--- config.mk ---
export PLATFORM = sky130hd
export DESIGN_NAME = sswd_top
export DESIGN_NICKNAME = d
export VERILOG_FILES = /design/src/sswd_pkg.sv /design/src/sswd_sync.sv /design/src/sswd_timer.sv /design/src/sswd_top.sv
export SDC_FILE = /design/constraint.sdc
export NUM_CORES = 1
export LEC_CHECK = 0
export BUFFER_PORTS_ARGS = -buffer_cell sky130_fd_sc_hd__buf_2
export CORE_MARGIN = 2
export CORE_UTILIZATION = 55
export DETAILED_ROUTE_END_ITERATION = 6
export PLACE_DENSITY_LB_ADDON = 0.3
export SKIP_CTS_REPAIR_TIMING = 1
export SLEW_MARGIN = 0
export SYNTH_ARGS = -nofsm -noshare
export SYNTH_HDL_FRONTEND = slang
export SYNTH_HIERARCHICAL = 1
export SYNTH_SLANG_ARGS = --single-unit
--- constraint.sdc ---
create_clock -name mclk_i -period 3.85 [get_ports mclk_i]
set_input_delay 0.1925 -clock mclk_i [delete_from_list [all_inputs] [get_ports mclk_i]]
set_output_delay 0.1925 -clock mclk_i [all_outputs]
set_load 0.02 [all_outputs]
--- src/sswd_pkg.sv ---
// Package of timing constants and modes for the supply supervisor with watchdog.
`default_nettype none
package sswd_pkg;
  // -----------------------------------------------------------------
  // Timing
  // -----------------------------------------------------------------
  localparam int unsigned CLK_PERIOD_NS = 4;
  localparam int unsigned HOLD_INTERVAL_MS = 200;
  localparam int unsigned KICK_TIMEOUT_MS = 1600;
  localparam int unsigned KICK_MIN_PULSE_NS = 50;
  // One time base tick per microsecond.
  localparam int unsigned TICK_NS = 1000;
  localparam int unsigned TICK_CYCLES = TICK_NS / CLK_PERIOD_NS;
  localparam int unsigned HOLD_TICKS = HOLD_INTERVAL_MS * 1000;
  localparam int unsigned KICK_TICKS = KICK_TIMEOUT_MS * 1000;
  // Shortest kick pulse in clock cycles, rounded down, at least one.
  localparam int unsigned KICK_MIN_CYCLES =
    (KICK_MIN_PULSE_NS / CLK_PERIOD_NS) > 0 ? (KICK_MIN_PULSE_NS / CLK_PERIOD_NS) : 1;
  // -----------------------------------------------------------------
  // Reset values
  // -----------------------------------------------------------------
  localparam logic RST_HOLD_ASSERTED = 1'b1;
  localparam logic BACKUP_AT_RESET = 1'b0;
  // -----------------------------------------------------------------
  // Supply selection
  // -----------------------------------------------------------------
  typedef enum logic {
    SSWD_SRC_MAIN,
    SSWD_SRC_BACKUP
  } sswd_src_t;
endpackage
`default_nettype wire

--- src/sswd_sync.sv ---
// Two-stage synchroniser for a group of level inputs.
`default_nettype none
module sswd_sync #(
  parameter int unsigned WIDTH = 1
) (
  input wire logic mclk_i, // System clock.
  input wire logic rst_n_i, // Asynchronous reset, active low.
  input wire logic [WIDTH-1:0] d_i, // Asynchronous levels.
  output logic [WIDTH-1:0] q_o // Synchronised levels.
);
  logic [WIDTH-1:0] meta_q;
  logic [WIDTH-1:0] sync_q;

  always_ff @(posedge mclk_i or negedge rst_n_i) begin
    if (!rst_n_i) begin
      meta_q <= '0;
      sync_q <= '0;
    end else begin
      meta_q <= d_i;
      sync_q <= meta_q;
    end
  end

  assign q_o = sync_q;
endmodule
`default_nettype wire

--- src/sswd_timer.sv ---
// Tick-driven up counter with restart, hold-clear and expiry flag.
`default_nettype none
module sswd_timer #(
  parameter int unsigned TERMINAL = 1000,
  parameter int unsigned WIDTH = $clog2(TERMINAL + 1)
) (
  input wire logic mclk_i, // System clock.
  input wire logic rst_n_i, // Asynchronous reset, active low.
  input wire logic clear_i, // Return count to zero and stop.
  input wire logic run_i, // Count when high.
  input wire logic tick_i, // Time base tick.
  output logic done_o // Count reached terminal value, one cycle.
);
  logic [WIDTH-1:0] cnt_q;
  logic hit;

  assign hit = (cnt_q == WIDTH'(TERMINAL - 1)) && tick_i && run_i && !clear_i;

  always_ff @(posedge mclk_i or negedge rst_n_i) begin
    if (!rst_n_i) begin
      cnt_q <= '0;
    end else if (clear_i || hit) begin
      cnt_q <= '0;
    end else if (run_i && tick_i) begin
      cnt_q <= cnt_q + WIDTH'(1);
    end
  end

  always_ff @(posedge mclk_i or negedge rst_n_i) begin
    if (!rst_n_i) begin
      done_o <= 1'b0;
    end else begin
      done_o <= hit;
    end
  end
endmodule
`default_nettype wire

--- src/sswd_top.sv ---
// Supply supervisor: reset hold, watchdog, power-fail warning, backup switch.
`default_nettype none
module sswd_top #(
  parameter int unsigned TICK_CYCLES = sswd_pkg::TICK_CYCLES,
  parameter int unsigned HOLD_TICKS = sswd_pkg::HOLD_TICKS,
  parameter int unsigned KICK_TICKS = sswd_pkg::KICK_TICKS
) (
  input wire logic mclk_i, // 250 MHz clock.
  input wire logic rst_n_i, // Asynchronous reset, active low.
  input wire logic supply_low_i, // Supply below reset threshold.
  input wire logic sense_low_i, // Fail sense input below reference.
  input wire logic backup_gt_main_i, // Backup exceeds main by 20 mV.
  input wire logic main_gt_backup_i, // Main exceeds backup by 20 mV.
  input wire logic kick_in_i, // Kick input level.
  input wire logic kick_in_open_i, // Kick input undriven.
  output logic reset_n_o, // Reset, active low.
  output logic reset_o, // Reset, active high.
  output logic fail_warn_n_o, // Power-fail warning, active low.
  output logic backed_supply_out_o // 1 selects backup source.
);
  // -----------------------------------------------------------------
  // Input synchronisation
  // -----------------------------------------------------------------
  logic [5:0] raw_in;
  logic [5:0] syn;
  logic supply_low;
  logic sense_low;
  logic backup_gt;
  logic main_gt;
  logic kick;
  logic kick_open;

  assign raw_in = {supply_low_i, sense_low_i, backup_gt_main_i, main_gt_backup_i,
                   kick_in_i, kick_in_open_i};

  sswd_sync #(
    .WIDTH(6)
  ) u_sync (
    .mclk_i(mclk_i),
    .rst_n_i(rst_n_i),
    .d_i(raw_in),
    .q_o(syn)
  );

  assign supply_low = syn[5];
  assign sense_low = syn[4];
  assign backup_gt = syn[3];
  assign main_gt = syn[2];
  assign kick = syn[1];
  assign kick_open = syn[0];

  // -----------------------------------------------------------------
  // Time base
  // -----------------------------------------------------------------
  localparam int unsigned TBW = $clog2(TICK_CYCLES + 1);
  logic [TBW-1:0] tb_q;
  logic tick;

  always_ff @(posedge mclk_i or negedge rst_n_i) begin
    if (!rst_n_i) begin
      tb_q <= '0;
    end else if (tick) begin
      tb_q <= '0;
    end else begin
      tb_q <= tb_q + TBW'(1);
    end
  end

  assign tick = (tb_q == TBW'(TICK_CYCLES - 1));

  // -----------------------------------------------------------------
  // Backup supply selection
  // -----------------------------------------------------------------
  sswd_pkg::sswd_src_t src_q;
  logic on_backup;

  // Main above threshold, else higher source.
  always_ff @(posedge mclk_i or negedge rst_n_i) begin
    if (!rst_n_i) begin
      src_q <= sswd_pkg::SSWD_SRC_MAIN;
    end else if (!supply_low) begin
      src_q <= sswd_pkg::SSWD_SRC_MAIN;
    end else if (src_q == sswd_pkg::SSWD_SRC_MAIN && backup_gt) begin
      src_q <= sswd_pkg::SSWD_SRC_BACKUP;
    end else if (src_q == sswd_pkg::SSWD_SRC_BACKUP && main_gt) begin
      src_q <= sswd_pkg::SSWD_SRC_MAIN;
    end
  end

  assign on_backup = (src_q == sswd_pkg::SSWD_SRC_BACKUP);

  always_ff @(posedge mclk_i or negedge rst_n_i) begin
    if (!rst_n_i) begin
      backed_supply_out_o <= sswd_pkg::BACKUP_AT_RESET;
    end else begin
      backed_supply_out_o <= on_backup;
    end
  end

  // -----------------------------------------------------------------
  // Power-fail warning
  // -----------------------------------------------------------------
  // Warning follows sense comparator, forced low while on backup.
  always_ff @(posedge mclk_i or negedge rst_n_i) begin
    if (!rst_n_i) begin
      fail_warn_n_o <= 1'b0;
    end else begin
      fail_warn_n_o <= !on_backup && !sense_low;
    end
  end

  // -----------------------------------------------------------------
  // Watchdog
  // -----------------------------------------------------------------
  logic kick_prev_q;
  logic kick_edge;
  logic hold_q;
  logic wd_enable;
  logic wd_clear;
  logic wd_fire;

  // The kick level is sampled every clock, so a pulse of the minimum width
  // spans about a dozen samples. No filter is applied: any change counts.
  // Every level change kicks.
  always_ff @(posedge mclk_i or negedge rst_n_i) begin
    if (!rst_n_i) begin
      kick_prev_q <= 1'b0;
    end else begin
      kick_prev_q <= kick;
    end
  end

  assign kick_edge = (kick != kick_prev_q);

  assign wd_enable = !kick_open && !on_backup;

  assign wd_clear = hold_q || kick_edge || !wd_enable;

  sswd_timer #(
    .TERMINAL(KICK_TICKS)
  ) u_wd (
    .mclk_i(mclk_i),
    .rst_n_i(rst_n_i),
    .clear_i(wd_clear),
    .run_i(wd_enable),
    .tick_i(tick),
    .done_o(wd_fire)
  );

  // -----------------------------------------------------------------
  // Reset hold
  // -----------------------------------------------------------------
  logic hold_restart;
  logic hold_done;

  // Supply low keeps restarting the timer.
  // Any trigger restarts the full hold.
  assign hold_restart = supply_low || wd_fire || on_backup;

  sswd_timer #(
    .TERMINAL(HOLD_TICKS)
  ) u_hold (
    .mclk_i(mclk_i),
    .rst_n_i(rst_n_i),
    .clear_i(hold_restart),
    .run_i(hold_q),
    .tick_i(tick),
    .done_o(hold_done)
  );

  logic hold_d;

  // A trigger in the cycle of expiry wins, so a late event is never lost.
  always_comb begin
    hold_d = hold_q;
    if (hold_restart) begin
      hold_d = 1'b1;
    end else if (hold_done) begin
      hold_d = 1'b0;
    end
  end

  // Hold starts asserted so the processor sees a full power-up interval.
  always_ff @(posedge mclk_i or negedge rst_n_i) begin
    if (!rst_n_i) begin
      hold_q <= sswd_pkg::RST_HOLD_ASSERTED;
    end else begin
      hold_q <= hold_d;
    end
  end

  // -----------------------------------------------------------------
  // Reset outputs
  // -----------------------------------------------------------------
  logic reset_n_q;
  logic reset_q;

  // Both pins load from the same next state, so they can never disagree.
  // Complementary output flops.
  always_ff @(posedge mclk_i or negedge rst_n_i) begin
    if (!rst_n_i) begin
      reset_n_q <= !sswd_pkg::RST_HOLD_ASSERTED;
      reset_q <= sswd_pkg::RST_HOLD_ASSERTED;
    end else begin
      reset_n_q <= !hold_d;
      reset_q <= hold_d;
    end
  end

  assign reset_n_o = reset_n_q;
  assign reset_o = reset_q;
endmodule
`default_nettype wire

==> run metrics <==
Final Power=1.36 mW; Worst EP required=4.05 ns; status=complete, no violations; ys async rst share=100%; Die ar.=6110 sq um; n_diodes=0; Netlist cell types=37; Detail Route Antenna Nets=0; syn avg cell area=10.3 sq um; fin. max-slew vios=0; commonest non-fill, non-tap cell in the layout=dfrtp_1; Detailed Route Iter0 Violations=114; initial antenna violation count=0; LEAKAGE=1.32 nW; CP Depth=8; sw frac=24.0%; Layout Skew=0.00928 ns; largest net degree at the start of global routing=50; Die Span X=78.2 um; Net Sw Power=0.325 mW; clock share of power=44.5%; Final nets=328; Final Hold Viols=0; # port buffers=11; fin crit share=76.9%; layout cells sized above 1=12.8%; Overall Global Routing Usage=20.5%; Vias=2201; Syn Inst Count=294; dpl ws=0.855 ns; CP Buf/Inv Count=1; Max-slew headroom=28.4%; crit-path most repeated cell=nor2_1; clock slew at reported path FFs=0.08 ns; Worst-Margin Slew=1.07 ns; Post-Route WL=5.47 mm; CP max-delay cell=o31ai_4; Post-synth EDFFs=0; CP max FO=17; crit-path cells=inv_1, ha_1, nand3b_1, nor2_1, nand4_1, or3_1, o31ai_4, nor2_1; most frequent cells in the layout=dfrtp_1 (66), nor2_1 (33), a21oi_1 (20); Logic pwr share=2.7%; Final WS setup=0.888 ns; reg-to-reg startpoint=tb_q[1]; DP Wirelength=3.47 mm; Netlist Area Pre-Place=3030 sq um; crit-path max cell delay=0.71 ns; part of the power in registers=52.7%; RSZ-0062 raised after global routing=false; FF-to-FF path depth=8; first-pass GRT wire length=9.57 mm; clock sinks=67; Max-Cap Viols=0; clock root buffer=clkbuf_8; HP Class=input port to asynchronous set/reset pin; clk_lat worst skew=0.35 ns; Max Root-Sink Buffers=2; r2r setup slk=0.89 ns; Pwr Density=399 nW/um^2; Cell Int Power=1.03 mW; vias in the first global route=2122; layout overhead on the synthesized area=12.5%; num ports=12; core area=5410 sq um; CTS tree=done; Max H-tree Level=3; maximum vdd drop=0.328 mV; Yosys reg bits=67; critical path launch point=tb_q[1]; Primary FF master, synth=dfrtp_1; Mapped Nets=306; final number of setup-violating endpoints=0; fmax=0.338 GHz; Worst EP arrival=3.16 ns; sequential share of the synthesized area=55.4%; crit path capture type=register; cts bufs inserted=9; minimum clock period=2.96 ns; Synth Warn #=6; Total Negative Setup Slacks=0 ns; Vias/cell=5.60; Starting Density=56.0%; CP top delay family=simple AND/OR/NAND/NOR gates; CP Launch Type=register; Core Rows=27; critical path class=register to register; detailed-route wire length per cell=13.9 um; die height=78.2 um; drt first pass iters=4; grt ovf=0; RePlAce Congestion=0.800; Residual DRC=0
-- power groups by stage --
stage | sequential, mW | combinational (mW) | clock (mW)
2_1_floorplan | 0.732 | 0.0106 | 0
3_3_place_gp | 0.730 | 0.0326 | 0
3_5_place_dp | 0.730 | 0.0337 | 0
4_1_cts | 0.716 | 0.0338 | 0.626
5_1_grt | 0.717 | 0.0424 | 0.653
6_report | 0.716 | 0.0369 | 0.605
-- cells in the mapped netlist, drive strengths merged, types with 10 or more instances --
| library cell | number | area, sq um |
|---|---|---|
| nor2 | 33 | 124 |
| nand2 | 19 | 71.3 |
| xnor2 | 15 | 131 |
| inv | 14 | 52.6 |
| nand3 | 20 | 110 |
| or4 | 10 | 82.6 |
| or3 | 14 | 87.6 |
| nand4 | 11 | 68.8 |
| dfrtp | 66 | 1650 |
| o21ai | 12 | 60.1 |
| a21oi | 22 | 118 |
-- cell type report --
cell class	count	area (sq um)
Clock buffer	9	124
Clock inverter	7	81.3
Fill cell	434	2000
Inverter	14	52.6
Multi-Input combinational cell	205	1250
Sequential cell	67	1680
Tap cell	72	90.1
Timing Repair Buffer	19	130
-- worst register-to-register path: stages (launching register included) --
cell and delay [ns]:
dfrtp_1 0.41, inv_1 0.07, ha_1 0.18, nand3b_1 0.11, nor2_1 0.43, nand4_1 0.24, or3_1 0.55, o31ai_4 0.71
nor2_1 0.13
-- per-layer routing --
| layer | routed length, um | track usage [%] | part of all wire [%] | vias to the layer above |
|---|---|---|---|---|
| met5 | 0 | 0 | 0 | - |
| met4 | 111 | 8.95 | 2.0 | 0 |
| met3 | 173 | 6.90 | 3.2 | 11 |
| met2 | 2550 | 31.0 | 47 | 33 |
| met1 | 2640 | 27.1 | 48 | 1061 |
| li1 | - | - | - | 1096 |
-- cells by family (layout without fill, tap and decap cells) --
kind of cell / after synthesis / in the layout / share of synthesized area, %
fa+ha+maj: 4 / 4 / 1.65
flops: 67 / 67 / 55.4
simple gates: 132 / 132 / 23.5
buf+inv: 22 / 49 / 3.31
compound gates: 46 / 46 / 9.50
xor+xnor: 23 / 23 / 6.65
-- registers in the layout, summed over array words and instances (netlist names) --
signal               count
u_wd/cnt_q              21
u_hold/cnt_q            18
tb_q                     8
u_sync/meta_q            6
u_sync/q_o               6
backed_supply_out_o      1
fail_warn_n_o            1
hold_q                   1
kick_prev_q              1
on_backup                1
reset_n_o                1
u_hold/done_o            1
u_wd/done_o              1
-- metrics by stage --
stage / hold WS, ns / instances / area (sq um) / util, %
detailed placement: 0.302 / 371 / 3140 / 58.1
global route: 0.143 / 393 / 3410 / 63.0
global placement: 0.300 / 371 / 3140 / 58.1
floorplan: -0.103 / 294 / 3030 / -
CTS: -0.0762 / 387 / 3350 / 61.9
finish: 0.0408 / 393 / 3410 / 63.0
-- path summary, 6_finish.rpt --
path,endpoint
min,tb_q[6]
max reg2reg,u_hold/cnt_q[2]
min in group mclk_i,u_sync/q_o[3]
max,u_hold/cnt_q[2]
min reg2reg,u_sync/q_o[3]
max in group asynchronous,u_sync/q_o[0]
(Power assumes the default switching activity.)
